File: src/srpg_cfg.svh
// Register offsets, reset words, write masks and timing counts.
// Assumes inclusion by the top module only; the package does not include it.
`ifndef SRPG_CFG_SVH
`define SRPG_CFG_SVH

`define SRPG_OFS_CTRL    8'h00
`define SRPG_OFS_PULSE   8'h04
`define SRPG_OFS_PIN     8'h08
`define SRPG_OFS_DELAY   8'h0C
`define SRPG_OFS_STATUS  8'h10

`define SRPG_RST_CTRL    32'h0000_1000
`define SRPG_RST_PULSE   32'h0000_0004
`define SRPG_RST_PIN     32'h0000_0000
`define SRPG_RST_DELAY   32'h0000_1B24

`define SRPG_MASK_CTRL   32'h0000_7F3F
`define SRPG_MASK_PULSE  32'h07FF_000F
`define SRPG_MASK_PIN    32'h0000_0FF1
`define SRPG_MASK_DELAY  32'h3F3F_3F3F

`define SRPG_SRC_PULSE   3'h2
`define SRPG_PDIV_BASE   13'h0004
`define SRPG_INCL_LO     12'h004
`define SRPG_INCL_HI     12'h006
`define SRPG_OSC_DIV     12'h008

`endif

File: src/srpg_pkg.sv
// Types shared by the pulse generator and its register file.
// Assumes srpg_cfg.svh is on the include path.
package srpg_pkg;

    typedef struct packed {
        logic [16:0] rsv_hi;
        logic [2:0]  interp_prediv;
        logic        fixed_feedback_divide;
        logic [2:0]  out2_source_sel;
        logic [1:0]  rsv_lo;
        logic        pulse_style;
        logic        role_select;
        logic        pulse_out_enable;
        logic        phase_sync_mode;
        logic        soft_reset;
        logic        powerdown;
    } srpg_ctrl_s;

    typedef struct packed {
        logic [4:0]  rsv_hi;
        logic [10:0] pulse_divider;
        logic [11:0] rsv_lo;
        logic [3:0]  burst_length;
    } srpg_pulse_s;

    typedef struct packed {
        logic [19:0] rsv_hi;
        logic [3:0]  input_hysteresis;
        logic [3:0]  input_bias_level;
        logic [2:0]  rsv_lo;
        logic        input_format_sel;
    } srpg_pin_s;

    typedef struct packed {
        logic [1:0]  rsv;
        logic [5:0]  word;
    } srpg_dword_s;

    typedef srpg_dword_s [3:0] srpg_delay_t;

    typedef enum logic {
        SRPG_MASTER,
        SRPG_REPEATER
    } srpg_role_e;

    typedef enum logic [1:0] {
        GEN_IDLE,
        GEN_CONT,
        GEN_BURST
    } srpg_gen_e;

endpackage : srpg_pkg

File: src/srpg_sync.sv
// Two-flop synchroniser for the two pin inputs.
// Assumes asynchronous pins and one clock hclk.
module srpg_sync (
    input  wire logic       hclk,
    input  wire logic       hresetn,
    input  wire logic [1:0] pin,
    output logic      [1:0] pin_s
);
    logic [1:0] meta;
    logic [1:0] next_meta;

    always_comb begin
        next_meta = pin;
    end

    // First stage feeds the second only
    always_ff @(posedge hclk or negedge hresetn) begin
        if (!hresetn) begin
            meta  <= 2'h0;
            pin_s <= 2'h0;
        end else begin
            meta  <= next_meta;
            pin_s <= meta;
        end
    end
endmodule : srpg_sync

File: src/srpg_tick.sv
// Programmable divider giving a one-cycle enable every period cycles.
// Assumes period is at least one while run is high.
module srpg_tick (
    input  wire logic        hclk,
    input  wire logic        hresetn,
    input  wire logic        run,
    input  wire logic [11:0] period,
    output logic             tick
);
    logic [11:0] cnt;
    logic [11:0] next_cnt;
    logic        next_tick;

    always_comb begin
        next_cnt  = cnt + 12'h001;
        next_tick = 1'b0;
        if (!run) begin
            next_cnt = 12'h000;
        end else if (cnt >= period - 12'h001) begin
            next_cnt  = 12'h000;
            next_tick = 1'b1;
        end
    end

    always_ff @(posedge hclk or negedge hresetn) begin
        if (!hresetn) begin
            cnt  <= 12'h000;
            tick <= 1'b0;
        end else begin
            cnt  <= next_cnt;
            tick <= next_tick;
        end
    end
endmodule : srpg_tick

File: src/srpg_top.sv
// Pulse generator for the second RF output, with AHB-Lite registers.
// Assumes hclk stands for the VCO/first-output clock; pins are async.
//
// How it works
// - Pre-divider codes 1, 2, 4 divide by that; others invalid.
// - Role bit: 0 master generates pulses, 1 repeater; resets to 0.
// - Style bit: 0 continuous, 1 counted burst; resets to 0.
// - Burst length 0 to 15, reset 4; zero legal, gives nothing.
// - Divider code n divides by 4 plus 2n; resets to 0.
// - Repeater outputs request, reclocked to interpolator then output clock.
// - Master reclocks request to oscillator, interpolator, then output clock.
// - Pulse rate is VCO over twice fixed, pre and pulse divides.
// - Continuous style pulses while request stays high.
// - Burst style emits burst length pulses per request rising edge seen while idle; edges during a burst are ignored.
// - Bias level and hysteresis adjustable for differential input.
// - Four delay words set output two delay versus output one.
// - Soft reset with powerdown clear resets registers; pin or bit powers down.
//
// Local design decisions: the address map and the AHB-Lite register port.
`include "srpg_cfg.svh"

module srpg_top (
    input  wire logic               hclk,
    input  wire logic               hresetn,
    input  wire logic               hsel,
    input  wire logic [31:0]        haddr,
    input  wire logic [1:0]         htrans,
    input  wire logic               hwrite,
    input  wire logic [2:0]         hsize,
    input  wire logic [31:0]        hwdata,
    input  wire logic               hready,
    output logic      [31:0]        hrdata,
    output logic                    hreadyout,
    output logic                    hresp,
    input  wire logic               pulse_request_in,
    input  wire logic               chip_enable,
    output logic                    rf_output_two,
    output logic                    input_format_sel,
    output logic      [3:0]         input_bias_level,
    output logic      [3:0]         input_hysteresis,
    output logic      [23:0]        delay_ctrl_word
);
    import srpg_pkg::*;

    srpg_ctrl_s  ctrl;
    srpg_pulse_s pulse;
    srpg_pin_s   pin;
    srpg_delay_t delay;
    srpg_ctrl_s  next_ctrl;
    srpg_pulse_s next_pulse;
    srpg_pin_s   next_pin;
    srpg_delay_t next_delay;

    logic        dph_wr;
    logic [7:0]  dph_addr;
    logic        next_dph_wr;
    logic [7:0]  next_dph_addr;
    logic [31:0] next_hrdata;
    logic        take;

    logic [1:0]  pins_s;
    logic        req_s;
    logic        pd;
    logic        prediv_bad;
    logic [11:0] incl;
    logic [11:0] interp_period;
    logic        interp_tick;
    logic        osc_tick;

    logic        osc_q;
    logic        interp_q;
    logic        out_q;
    logic        out_prev;
    logic        next_osc_q;
    logic        next_interp_q;
    logic        next_out_q;
    logic        next_out_prev;
    logic        rise;

    srpg_gen_e   state;
    srpg_gen_e   next_state;
    logic        level;
    logic        next_level;
    logic [12:0] hcnt;
    logic [12:0] next_hcnt;
    logic [3:0]  remain;
    logic [3:0]  next_remain;
    logic [12:0] half;
    logic        gen_ok;
    logic        out_ok;
    logic        next_rf2;
    logic [31:0] status;

    // Pins are asynchronous: both pass two flops first
    srpg_sync u_sync (
        .hclk    (hclk),
        .hresetn (hresetn),
        .pin     ({chip_enable, pulse_request_in}),
        .pin_s   (pins_s)
    );

    assign req_s = pins_s[0];
    assign pd    = ctrl.powerdown | ~pins_s[1];

    // Interpolator enable: fixed divide times pre-divider
    always_comb begin
        incl = ctrl.fixed_feedback_divide ? `SRPG_INCL_HI : `SRPG_INCL_LO;
        prediv_bad    = 1'b0;
        interp_period = incl;
        case (ctrl.interp_prediv)
            3'h1: interp_period = incl;
            3'h2: interp_period = incl << 1;
            3'h4: interp_period = incl << 2;
            default: prediv_bad = 1'b1;
        endcase
    end

    srpg_tick u_interp (
        .hclk    (hclk),
        .hresetn (hresetn),
        .run     (~pd & ~prediv_bad),
        .period  (interp_period),
        .tick    (interp_tick)
    );

    srpg_tick u_osc (
        .hclk    (hclk),
        .hresetn (hresetn),
        .run     (~pd),
        .period  (`SRPG_OSC_DIV),
        .tick    (osc_tick)
    );

    // Bus address phase; zero wait states, always OKAY
    assign take = hsel & hready & htrans[1];

    always_comb begin
        next_ctrl     = ctrl;
        next_pulse    = pulse;
        next_pin      = pin;
        next_delay    = delay;
        next_dph_wr   = take & hwrite;
        next_dph_addr = haddr[7:0];
        if (dph_wr) begin
            case (dph_addr)
                `SRPG_OFS_CTRL:
                    next_ctrl = srpg_ctrl_s'(hwdata & `SRPG_MASK_CTRL);
                `SRPG_OFS_PULSE:
                    next_pulse = srpg_pulse_s'(hwdata & `SRPG_MASK_PULSE);
                `SRPG_OFS_PIN:
                    next_pin = srpg_pin_s'(hwdata & `SRPG_MASK_PIN);
                `SRPG_OFS_DELAY:
                    next_delay = srpg_delay_t'(hwdata & `SRPG_MASK_DELAY);
                default: next_ctrl = ctrl;
            endcase
        end
        // Reset bit clears itself along with the pulse, pin and delay registers
        if (ctrl.soft_reset && !ctrl.powerdown) begin
            next_ctrl  = srpg_ctrl_s'(`SRPG_RST_CTRL);
            next_pulse = srpg_pulse_s'(`SRPG_RST_PULSE);
            next_pin   = srpg_pin_s'(`SRPG_RST_PIN);
            next_delay = srpg_delay_t'(`SRPG_RST_DELAY);
        end
    end

    assign status = {22'h000000, pd, prediv_bad, remain, 2'h0, out_q,
                     state != GEN_IDLE};

    // Read mux sees next values so a read right after a write is fresh
    always_comb begin
        next_hrdata = 32'h0000_0000;
        if (take && !hwrite) begin
            case (haddr[7:0])
                `SRPG_OFS_CTRL:   next_hrdata = next_ctrl;
                `SRPG_OFS_PULSE:  next_hrdata = next_pulse;
                `SRPG_OFS_PIN:    next_hrdata = next_pin;
                `SRPG_OFS_DELAY:  next_hrdata = next_delay;
                `SRPG_OFS_STATUS: next_hrdata = status;
                default:          next_hrdata = 32'h0000_0000;
            endcase
        end
    end

    always_ff @(posedge hclk or negedge hresetn) begin
        if (!hresetn) begin
            ctrl      <= srpg_ctrl_s'(`SRPG_RST_CTRL);
            pulse     <= srpg_pulse_s'(`SRPG_RST_PULSE);
            pin       <= srpg_pin_s'(`SRPG_RST_PIN);
            delay     <= srpg_delay_t'(`SRPG_RST_DELAY);
            dph_wr    <= 1'b0;
            dph_addr  <= 8'h00;
            hrdata    <= 32'h0000_0000;
            hreadyout <= 1'b0;
            hresp     <= 1'b0;
        end else begin
            ctrl      <= next_ctrl;
            pulse     <= next_pulse;
            pin       <= next_pin;
            delay     <= next_delay;
            dph_wr    <= next_dph_wr;
            dph_addr  <= next_dph_addr;
            hrdata    <= next_hrdata;
            hreadyout <= 1'b1;
            hresp     <= 1'b0;
        end
    end

    assign input_format_sel = pin.input_format_sel;
    assign input_bias_level = pin.input_bias_level;
    assign input_hysteresis = pin.input_hysteresis;

    genvar gi;
    generate
        for (gi = 0; gi < 4; gi++) begin : g_dly
            assign delay_ctrl_word[6*gi +: 6] = delay[gi].word;
        end
    endgenerate

    // Request reclocking chain; output clock is hclk itself
    always_comb begin
        next_osc_q    = osc_tick ? req_s : osc_q;
        next_interp_q = interp_q;
        if (interp_tick) begin
            next_interp_q = ctrl.role_select ? req_s : osc_q;
        end
        next_out_q    = interp_q;
        next_out_prev = out_q;
    end

    always_ff @(posedge hclk or negedge hresetn) begin
        if (!hresetn) begin
            osc_q    <= 1'b0;
            interp_q <= 1'b0;
            out_q    <= 1'b0;
            out_prev <= 1'b0;
        end else begin
            osc_q    <= next_osc_q;
            interp_q <= next_interp_q;
            out_q    <= next_out_q;
            out_prev <= next_out_prev;
        end
    end

    assign rise   = out_q & ~out_prev;
    assign half   = `SRPG_PDIV_BASE + {1'b0, pulse.pulse_divider, 1'b0};
    assign gen_ok = ~pd & (ctrl.role_select == SRPG_MASTER) & ~prediv_bad;
    assign out_ok = ctrl.pulse_out_enable & ctrl.phase_sync_mode
                  & (ctrl.out2_source_sel == `SRPG_SRC_PULSE) & ~pd;

    // Generator: level toggles every half interpolator ticks
    always_comb begin
        next_state  = state;
        next_level  = level;
        next_hcnt   = hcnt;
        next_remain = remain;
        case (state)
            GEN_IDLE: begin
                next_level = 1'b0;
                next_hcnt  = 13'h0000;
                if (!ctrl.pulse_style && out_q) begin
                    next_state = GEN_CONT;
                end else if (ctrl.pulse_style && rise
                             && pulse.burst_length != 4'h0) begin
                    next_state  = GEN_BURST;
                    next_remain = pulse.burst_length;
                end
            end
            GEN_CONT, GEN_BURST: begin
                // Stop only while low so no runt pulse leaves
                if (state == GEN_CONT && !level
                    && (!out_q || ctrl.pulse_style)) begin
                    next_state = GEN_IDLE;
                end else if (interp_tick) begin
                    if (hcnt == half - 13'h0001) begin
                        next_hcnt  = 13'h0000;
                        next_level = ~level;
                        if (state == GEN_BURST && level) begin
                            next_remain = remain - 4'h1;
                            if (remain == 4'h1) begin
                                next_state = GEN_IDLE;
                            end
                        end
                    end else begin
                        next_hcnt = hcnt + 13'h0001;
                    end
                end
            end
            default: next_state = GEN_IDLE;
        endcase
        if (!gen_ok) begin
            next_state  = GEN_IDLE;
            next_level  = 1'b0;
            next_hcnt   = 13'h0000;
            next_remain = 4'h0;
        end
    end

    always_comb begin
        next_rf2 = out_ok & (ctrl.role_select ? out_q : level);
    end

    always_ff @(posedge hclk or negedge hresetn) begin
        if (!hresetn) begin
            state         <= GEN_IDLE;
            level         <= 1'b0;
            hcnt          <= 13'h0000;
            remain        <= 4'h0;
            rf_output_two <= 1'b0;
        end else begin
            state         <= next_state;
            level         <= next_level;
            hcnt          <= next_hcnt;
            remain        <= next_remain;
            rf_output_two <= next_rf2;
        end
    end
endmodule : srpg_top

File: config.mk
export PLATFORM = sky130hd
export DESIGN_NAME = srpg_top
export DESIGN_NICKNAME = d
export VERILOG_FILES = /design/src/srpg_pkg.sv /design/src/srpg_sync.sv /design/src/srpg_tick.sv /design/src/srpg_top.sv
export VERILOG_INCLUDE_DIRS = /design/src
export SDC_FILE = /design/constraint.sdc
export NUM_CORES = 1
export LEC_CHECK = 0
export BUFFER_PORTS_ARGS = -buffer_cell sky130_fd_sc_hd__buf_2
export CORE_ASPECT_RATIO = 1.4
export CORE_MARGIN = 1
export CORE_UTILIZATION = 40
export CTS_CLUSTER_DIAMETER = 80
export CTS_CLUSTER_SIZE = 28
export DETAILED_ROUTE_END_ITERATION = 12
export GPL_TIMING_DRIVEN = 0
export PLACE_DENSITY = 0.67
export SYNTH_ARGS = -nofsm -noshare
export SYNTH_HDL_FRONTEND = slang
export SYNTH_HIERARCHICAL = 1
export SYNTH_SLANG_ARGS = --single-unit
File: constraint.sdc
create_clock -name hclk -period 4.2 [get_ports hclk]
set_clock_uncertainty 0.2 [all_clocks]
set_input_delay 0.21 -clock hclk [delete_from_list [all_inputs] [get_ports hclk]]
set_output_delay 0.21 -clock hclk [all_outputs]
set_load 0.05 [all_outputs]
# After elaboration in Yosys (flattened, before gate mapping)
# Index checks and enable logic that the tools add are counted.
dict set report word_totals {
  ff_bits 225
}
dict set report op_classes {
  addsub 7
  order_cmp 2
  eq_ne 27
  muxes 54
  bitwise 17
  reduce_logical 25
}
# cell count
set ops {}
lappend ops {{32-bit 2-to-1 mux} 13}
lappend ops {{32-bit case mux with 5 select lines} 1}
lappend ops {{13-bit 2-to-1 mux} 4}
lappend ops {{12-bit 2-to-1 mux} 4}
lappend ops {{8-bit by 4-bit equality test with 1-bit output (second input constant)} 4}
lappend ops {{4-bit 2-to-1 mux} 7}
lappend ops {{13-bit case mux with 2 select lines} 1}
lappend ops {{12-bit by 1-bit adder with 12-bit output (second input constant)} 2}
lappend ops {{2-bit 2-to-1 mux} 9}
lappend ops {{8-bit by 3-bit equality test with 1-bit output (second input constant)} 2}
lappend ops {{8-bit logical NOT} 2}
lappend ops {{4-bit inequality test (second input constant)} 4}
lappend ops {{3-bit inequality test (second input constant)} 5}
lappend ops {{13-bit by 1-bit adder with 13-bit output (second input constant)} 1}
lappend ops {{3-bit by 12-bit adder with 13-bit output (first input constant)} 1}
lappend ops {{13-bit equality test} 1}
lappend ops {{13-bit by 1-bit subtractor with 13-bit output (second input constant)} 1}
lappend ops {{12-bit greater-or-equal comparator} 1}
lappend ops {{12-bit by 3-bit greater-or-equal comparator with 1-bit output (second input constant)} 1}
lappend ops {{1-bit bitwise AND} 11}
lappend ops {{1-bit 2-to-1 mux} 11}
lappend ops {{5-bit case mux with 2 select lines} 1}
lappend ops {{8-bit by 5-bit equality test with 1-bit output (second input constant)} 1}
lappend ops {{1-bit logical AND} 8}
lappend ops {{27 further kinds} 36}

# Depth between registers and ports, before layout
# Gate-level depths: netlist of run 1.
dict set report logic_depth {
  ltp_word 8
  ltp_mapped 14
}

# Modules after synthesis
# The synthesis of run 1 kept the hierarchy.
# module instances cells_each area_per_inst_um2
set modules_own_cells {}
lappend modules_own_cells {srpg_top 1 855 8802.2}
lappend modules_own_cells {srpg_tick 2 112 1064.8}
lappend modules_own_cells {srpg_sync 1 4 100.1}

# Worst setup path before layout of run 1
# No wires, ideal clock.
dict set report synth_timing {
  kind {register -> register}
  start {reg ctrl[14] (netlist name)}
  end {reg u_interp.cnt[3]}
  setup_time_ns 0.136
  arrival_ns 2.615
  t_required_ns 3.864
  slack_ns 1.249
  path_stages_with_launch 15
  period_less_slack_ns 2.951
  path_cell_list {dfrtp_1 > clkbuf_1 > xnor2_1 > o21a_1 > inv_1 > ha_1 > nand3b_1 > nor4_1 > xnor2_1 > ha_1 > and4_1 > o2111ai_1 > o311ai_2 > buf_4 > nor3_1}
}
dict set report synth_between {
  elab_chain_cells 6
}
# item line_no
set synth_rtl {}
lappend synth_rtl {{start, declared} srpg_top.sv:45} ;# srpg_ctrl_s ctrl;
lappend synth_rtl {{start signal, assigned} srpg_top.sv:186} ;# ctrl <= srpg_ctrl_s'(`SRPG_RST_CTRL);
lappend synth_rtl {{start signal, assigned} srpg_top.sv:196} ;# ctrl <= next_ctrl;
lappend synth_rtl {{3-bit equality test / 3-bit by 2-bit equality test with 1-bit output (equally long branches)} srpg_top.sv:110} ;# case (ctrl.interp_prediv)
lappend synth_rtl {{5-bit case mux with 2 select lines *} srpg_top.sv:110}
lappend synth_rtl {{named net interp_period[1]} srpg_top.sv:66} ;# logic [11:0] interp_period;
lappend synth_rtl {{5-bit by 1-bit subtractor with 6-bit output *} srpg_tick.sv:19} ;# end else if (cnt >= period - 12'h001) begin
lappend synth_rtl {{12-bit greater-or-equal comparator *} srpg_tick.sv:19}
lappend synth_rtl {{12-bit 2-to-1 mux *} srpg_tick.sv:19}
lappend synth_rtl {{12-bit 2-to-1 mux *} srpg_tick.sv:17} ;# if (!run) begin
lappend synth_rtl {{named net u_interp.next_cnt[3]} srpg_tick.sv:11} ;# logic [11:0] next_cnt;
lappend synth_rtl {{end signal, assigned} srpg_tick.sv:30} ;# cnt <= next_cnt;
lappend synth_rtl {{end, declared} srpg_tick.sv:10} ;# logic [11:0] cnt;
# Mark *: on every way through the listed nets, which the timed path passes. The rest lies on a longest branch.
# A chain may end at the register's enable or synchronous reset.

# Worst setup path in the final report of run 1
dict set report layout_timing {
  start {in haddr[0]}
  end {reg hrdata[15]}
}
dict set report layout_between {
  elab_chain_cells 3
}
# item line_no
set layout_rtl {}
lappend layout_rtl {{start, declared} srpg_top.sv:26} ;# input wire logic [31:0] haddr,
lappend layout_rtl {{8-bit by 5-bit equality test with 1-bit output, or another cell as far along} srpg_top.sv:173} ;# case (haddr[7:0])
lappend layout_rtl {{32-bit case mux with 5 select lines *} srpg_top.sv:173}
lappend layout_rtl {{32-bit 2-to-1 mux *} srpg_top.sv:172} ;# if (take && !hwrite) begin
lappend layout_rtl {{named net next_hrdata[15]} srpg_top.sv:58} ;# logic [31:0] next_hrdata;
lappend layout_rtl {{end signal, assigned} srpg_top.sv:202} ;# hrdata <= next_hrdata;
lappend layout_rtl {{end, declared} srpg_top.sv:32} ;# output logic [31:0] hrdata,
# Marked as above.

==> impl_results.md, run 1 <==
- Min-delay worst type: in2async
- Total GRT Usage: 22.1%
- Crit Path Class: in2reg
- Clock buffer depth: 3
- CP delay by family, top: buffers and inverters
- Clock latency at the later pin of the worst-skew pair: 500 ps
- Worst EP arrival: 3590 ps
- WP buf/inv: 4
- Max incr delay on CP: 580 ps
- Port Buffers: 111
- Startpoint types: primary input
- Slew headroom: 29.4%
- Final min period: 3420 ps
- Peak supply drop: 280 uV
- Cell leakage power: 6.39 nW
- DR pass1 iterations: 5
- Initial antenna violation count: 0
- Yosys top cell by area: dfrtp_1
- Reg power frac: 51.1%
- Via count: 8894
- Distinct cells, synth: 69
- Post-Syn Area: 11000 um^2
- Synth Area in Simple Gates: 19.8%
- Nets@finish: 1422
- IO Pins: 144
- CTS Root Buffer Type: clkbuf_16
- Net Sw Power: 1.30 mW
- Initial core utilization: 40.8%
- Combinational share of power: 13.7%
- Mean Syn Cell Area: 10.2 um^2
- Top cells by count, synth: 217 x dfrtp_1, 114 x nand2_1, 88 x nor2_1
- DR vias/cell: 5.28
- Routing usage on met1: 28.2%
- Sw Ratio: 28.7%
- Final hold violations: 0
- Mapped Cells: 1083
- Max Freq: 0.293 GHz
- Largest family of logic cells by synthesized area: simple AND/OR/NAND/NOR gates
- Chip width: 142 um
- Synth Area in Compound Gates: 11.6%
- Clock transition at path regs: 100 ps
- Design area: 13300 um^2
- Worst slew pin tran: 1050 ps
- Asr flop ratio synth: 100%
- Post-synth EDFFs: 0
- Most frequent cell after synthesis: dfrtp_1
- Critical path's most frequent cell: clkbuf_1
- Clock network power share: 35.2%
- Vias in the first global route: 8926
- GP Congestion: 0.875
- Largest net degree at the start of global routing: 78
- Hold-fix buffers, CTS: 42
- Antenna-violating nets left: 0
- Initial detailed-routing violation count: 580
- Max-cap check violation count: 0
- Ys flop type: dfrtp_1
- Synth Warn #: 6
- Period utilization: 81.3%
- FF+latch count, synth: 225
- Die Y: 198 um
- H-Tree Depth: 1
- Synth Area in XOR/XNOR: 4.92%
- Critical path endpoint category: flip-flop
- Status: completed
- Final HPWL DP: 22400 um
- CP Cell Sequence: dlygate4sd3_1 > buf_2 > or4_1 > nor3_1 > and3b_1 > and3_1 > clkbuf_1 > clkbuf_1 > a22oi_1 > a21oi_1
- Syn-to-layout area delta: 20.2%
- Total grt overflow: 0
- Met2 Use GR: 37.7%
- Placed Instance Area: 12300 um^2
- Multiplexer share of the synthesized area: 3.38%
- RSZ-0062 raised after global routing: false
- Area of the core: 27000 um^2
- CTS tree: built
- Cell-internal power: 3.24 mW
- CP Max Fanout: 10
- Grt peak-use layer: met2
- Pins Over Slew Limit: 0
- Number of gates resized after cts: 0
- Power per cell area: 343 nW/um^2
- CP max-delay cell: or4_1
- Adder-cell share of the synthesized area: 3.97%
- First-pass GRT wire length: 48500 um
- Share of the synthesized area in the top cell type: 49.2%
- Share of cells above drive strength 1: 15.5%
- # setup viols final: 0
- CTS sink count: 225
- Post-DR wirelength/cell: 18.2 um
- TritonCTS buffer count: 14
- Worst EP required: 4380 ps
- Antenna cells: 0
- Total power: 4.54 mW
- Row cnt: 71
- Setup bufs post-CTS: 0
- Die footprint: 28300 um^2
- DRC: 0
- Met3 Usage GRT: 2.24%
- Synth top area cells: dfrtp_1 49%, and3_1 4.5%, ha_1 4.0%
- Post-synthesis sequential area ratio: 51.1%
- Routed wire length: 30600 um
[power by group through the flow]
stage,clock network (mW),logic (mW),registers [mW]
after CTS,1.64,0.618,2.32
after global routing,1.72,0.677,2.33
final,1.60,0.621,2.32
after floorplan,0,0.407,2.34
after global placement,0,0.567,2.36
after detailed placement,0,0.584,2.37
[path summary, 6_finish.rpt]
check	startpoint	end	slack, ps	cells past startpoint
worst min-delay path	hresetn	pulse[26]	80	2
min in group hclk	hready	hrdata[12]	140	5
worst max register to register	dph_addr[4]	hrdata[19]	800	7
max in group asynchronous	hresetn	delay_ctrl_word[7]	2550	4
worst min register to register	u_sync/meta[0]	u_sync/pin_s[0]	160	0
worst max-delay path	haddr[0]	hrdata[15]	780	10
[cell type report]
class / count / area [um^2]
timing repair buffer: 155 / 1040
buffer: 89 / 479
fill: 2582 / 13800
clock inverter: 7 / 129
inverter: 22 / 82.6
clock buffer: 17 / 383
tap: 365 / 457
sequential: 225 / 5640
multi-input combinational: 804 / 5040
[sequential cells by signal (all words and copies together) (netlist names), 2 cells and up]
register and cells:
input_hysteresis 4, remain 4, input_bias_level 4, u_sync/pin_s 2, u_sync/meta 2, ctrl 32, u_interp/cnt 12, pulse 32
pin 23, dph_addr 8, hrdata 32, hcnt 13, delay_ctrl_word 24, state 2, delay 8, u_osc/cnt 12
[stage by stage]
stage | std cells | TNS (ps) | hold WS (ps) | util (%) | setup WS, ps
floorplan | 1140 | 0 | -286 | - | 1250
global placement | 1616 | -248320 | 123 | 45.4 | -1170
detailed placement | 1618 | 0 | 32.1 | 45.6 | 807
CTS | 1684 | 0 | 106 | 49.1 | 790
global route | 1684 | 0 | 125 | 49.1 | 567
finish | 1684 | 0 | 81.2 | 49.1 | 784
[metal layers]
layer | share of wire (%) | vias up
met1 | 42 | 4346
li1 | - | 4204
met5 | 0 | -
met3 | 4.3 | 78
met4 | 4.4 | 0
met2 | 49 | 266
[logic make-up (layout without fill, tap and decap cells)]
| logic type | after synthesis | count (layout) |
|---|---|---|
| compound gates | 188 | 188 |
| xor+xnor | 62 | 62 |
| fa+ha+maj | 35 | 35 |
| buf+inv | 111 | 290 |
| flops | 225 | 225 |
| mux | 37 | 37 |
| other cells | 2 | 59 |
| simple gates | 423 | 423 |
[layout by cell type, fill, tap and decap left out, types with 8 or more instances in the layout]
| cell | count |
|---|---|
| a21oi_1 | 59 |
| a221oi_1 | 17 |
| a22oi_1 | 21 |
| a31oi_1 | 11 |
| and3_1 | 79 |
| buf_2 | 112 |
| buf_4 | 36 |
| clkbuf_1 | 49 |
| clkbuf_16 | 15 |
| conb_1 | 59 |
| dfrtp_1 | 217 |
| dfstp_2 | 8 |
| dlygate4sd3_1 | 42 |
| ha_1 | 35 |
| inv_1 | 19 |
| mux2i_1 | 35 |
| nand2_1 | 114 |
| nand3_1 | 29 |
| nand4_1 | 10 |
| nor2_1 | 88 |
| nor3_1 | 43 |
| o21ai_0 | 13 |
| xnor2_1 | 43 |
| xor2_1 | 19 |
Note: power is estimated with default switching activity, not from simulation.
==> run 2: changes to the inputs <==
- ABC_AREA: default -> 1
- PLACE_DENSITY: 0.67 -> 0.66
- clock period: 4.2 -> 3.35 ns (I/O delays scaled with it)
==> impl_results.md, run 2 <==
- # fillers: 2845
- Die footprint: 30800 um^2
- CTS tree: built
- DR vias/cell: 4.86
- Via count: 10405
- Synth top area cells: dfrtp_1 45%, nand2_1 14%, nor2_1 6.0%
- Startpoint types: flip-flop
- Initial antenna violation count: 0
- Placed Instance Area: 13300 um^2
- Post-DR wirelength/cell: 15.6 um
- Setup TNS: 0 ps
- Post-synthesis sequential area ratio: 46.8%
- Synth Warn #: 6
- IO Pins: 144
- Clock buffer depth: 3
- Pins Over Slew Limit: 0
- Max-cap check violation count: 0
- Die Y: 207 um
- Port Buffers: 111
- Worst Hold Launch: hready
- # setup viols final: 0
- Total power: 5.32 mW
- Slew headroom: 38.3%
- Most frequent cells in the layout: 446 x nand2_1, 217 x dfrtp_1, 193 x nor2_1, 183 x inv_1, 128 x buf_2
- Nets@finish: 1864
- CP delay by family, top: simple AND/OR/NAND/NOR gates
- Levels on crit path: 18
- Post-Syn Area: 12000 um^2
- Initial detailed-routing violation count: 747
- First-pass GRT wire length: 53500 um
- Clock network power share: 33.8%
- Worst EP required: 3540 ps
- Critical path's most frequent cell: nand2_1
- Yosys top cell by area: dfrtp_1
- Routed wire length: 33300 um
- Cells after DPL: 2076
- Most frequent cell after synthesis: nand2_1
- Cell-internal power: 3.81 mW
- Syn-to-layout area delta: 17.6%
- CP max-delay cell: dfstp_2
- Total grt overflow: 0
- Ys flop type: dfrtp_1
- Largest net degree at the start of global routing: 115
- Mean Syn Cell Area: 7.84 um^2
- Worst r2r src: ctrl[12]
- Antenna-violating nets left: 0
- Cell leakage power: 7.72 nW
- Worst slew pin tran: 922 ps
- Total GRT Usage: 22.1%
- Vias in the first global route: 10296
- Worst Setup EP: u_interp/cnt[2]
- CP Cell Sequence: inv_1 > nand3_2 > o21ai_0 > nor2_1 > nand2_1 > nor2_2 > nand2_1 > xnor2_1 > inv_1 > ha_1 > nand2_1 > nor2_2 > nand2_1 > nor2_1 > nand2_1 > nand2_2 > buf_6 > nor2_1
- H-Tree Depth: 1
- Pre-CTS WS: 145 ps
- Post-synth EDFFs: 0
- Top Registers: ctrl x32, hrdata x32, pulse x32
- CP Max Fanout: 10
- Status: completed
- Commonest non-fill, non-tap cell in the layout: nand2_1
- R2r worst-path depth: 18
- Share of cells above drive strength 1: 16.2%
- Row cnt: 74
- Clock transition at path regs: 110 ps
- Sw Ratio: 28.4%
- Final hold violations: 0
- Asr flop ratio synth: 100%
- Period utilization: 91.2%
- CTS Root Buffer Type: clkbuf_16
- Area of the core: 29400 um^2
- Utilization after layout: 48.2%
- Worst EP arrival: 3240 ps
- DRC: 0
- Combinational share of power: 12.9%
- RSZ-0062 raised after global routing: false
- Critical path endpoint category: flip-flop
- Crit Path Class: reg2reg
- Slack of the critical path: 295 ps
- Max Freq: 0.327 GHz
- Clock latency at the later pin of the worst-skew pair: 510 ps
- DR pass1 iterations: 5
- TritonCTS buffer count: 13
- R2R Setup Slk: 290 ps
- CTS sink count: 225
- Final HPWL DP: 24700 um
- Max incr delay on CP: 550 ps
- WP buf/inv: 3
- Final Non-Filler Cells: 2139
- Net Sw Power: 1.51 mW
- Top cells by count, synth: 446 x nand2_1, 217 x dfrtp_1, 194 x nor2_1
- Min-delay worst type: in2reg
- Critical Path Start: ctrl[12]
- Power per cell area: 376 nW/um^2
- FF+latch count, synth: 225
- Fin Hold WS: 53.5 ps
- Share of the synthesized area in the top cell type: 45.1%
- Design area: 14200 um^2
- Final min period: 3060 ps
- Antenna cells: 0
- Mapped Cells: 1535
- Distinct cells, synth: 53
- Initial core utilization: 41.0%
- Critical R2R Capture: u_interp/cnt[2]
- Peak supply drop: 551 uV
- Chip width: 149 um
- Reg power frac: 53.3%
- GP Congestion: 0.888
==> run 2: changes by cell type after synthesis, moves of 35 or more <==
cell / delta
inv_1: +164
and3_1: -65
clkbuf_1: -36
nor2_1: +106
mux2i_1: -35
nand2_1: +332
nand3_1: +45
==> run 2: cells by family after synthesis <==
family | count (synthesis) | share of synthesized area [%]
simple gates | 831 | 29.7
buf+inv | 273 | 10.5
flops | 225 | 46.8
compound gates | 136 | 6.82
fa+ha+maj | 35 | 3.64
xor+xnor | 32 | 2.33
other cells | 2 | 0.0624
mux | 1 | 0.0935
==> run 2: worst reg2reg max path, cell delays in order, from the launching register on <==
cell and delay (ps):
dfstp_2 550, inv_1 90, nand3_2 150, o21ai_0 180, nor2_1 200, nand2_1 120
nor2_2 120, nand2_1 80, xnor2_1 130, inv_1 60, ha_1 290, nand2_1 80
nor2_2 150, nand2_1 70, nor2_1 90, nand2_1 80, nand2_2 110, buf_6 150
nor2_1 50
==> run 2: worst min path at each step <==
stage | depth (start not counted) | slack, ps | end
after floorplan | 0 | -330 | ctrl[0]
after global placement | 1 | 80 | u_sync/meta[1]
after detailed placement | 1 | 80 | u_sync/meta[1]
after CTS | 5 | 60 | hrdata[17]
after global routing | 5 | 100 | hrdata[17]
final | 5 | 50 | hrdata[17]
==> run 2: repair_timing <==
item                       in CTS  in global routing
gates resized for setup         0                  5
hold endpoints to repair      195                  0
setup endpoints to repair       0                 13
hold buffers                   42                  0
buffers inserted                0                  0
==> run 2: power groups by stage <==
stage                     logic [mW]  registers, mW  clock network, mW
after floorplan                0.436           2.87                  0
after global placement         0.626           2.89                  0
after detailed placement       0.644           2.89                  0
after CTS                      0.683           2.83               1.83
after global routing           0.783           2.84               1.92
final                          0.686           2.83               1.80
==> run 2: per-layer routing <==
| metal | GRT usage (%) | wire, um |
|---|---|---|
| met1 | 26.3 | 13400 |
| met2 | 40.3 | 17300 |
| met3 | 2.44 | 1470 |
| met4 | 8.21 | 1120 |
| met5 | 0 | 0 |
==> run 2: layout make-up <==
class	count	area, um^2	share of cell area [%]
inverter	194	734	5.19
buffer	79	529	3.74
tap	380	475	3.36
sequential	225	5640	39.8
timing repair buffer	154	1010	7.16
multi-input combinational	1086	5340	37.7
clock buffer	16	347	2.45
clock inverter	5	75.1	0.530
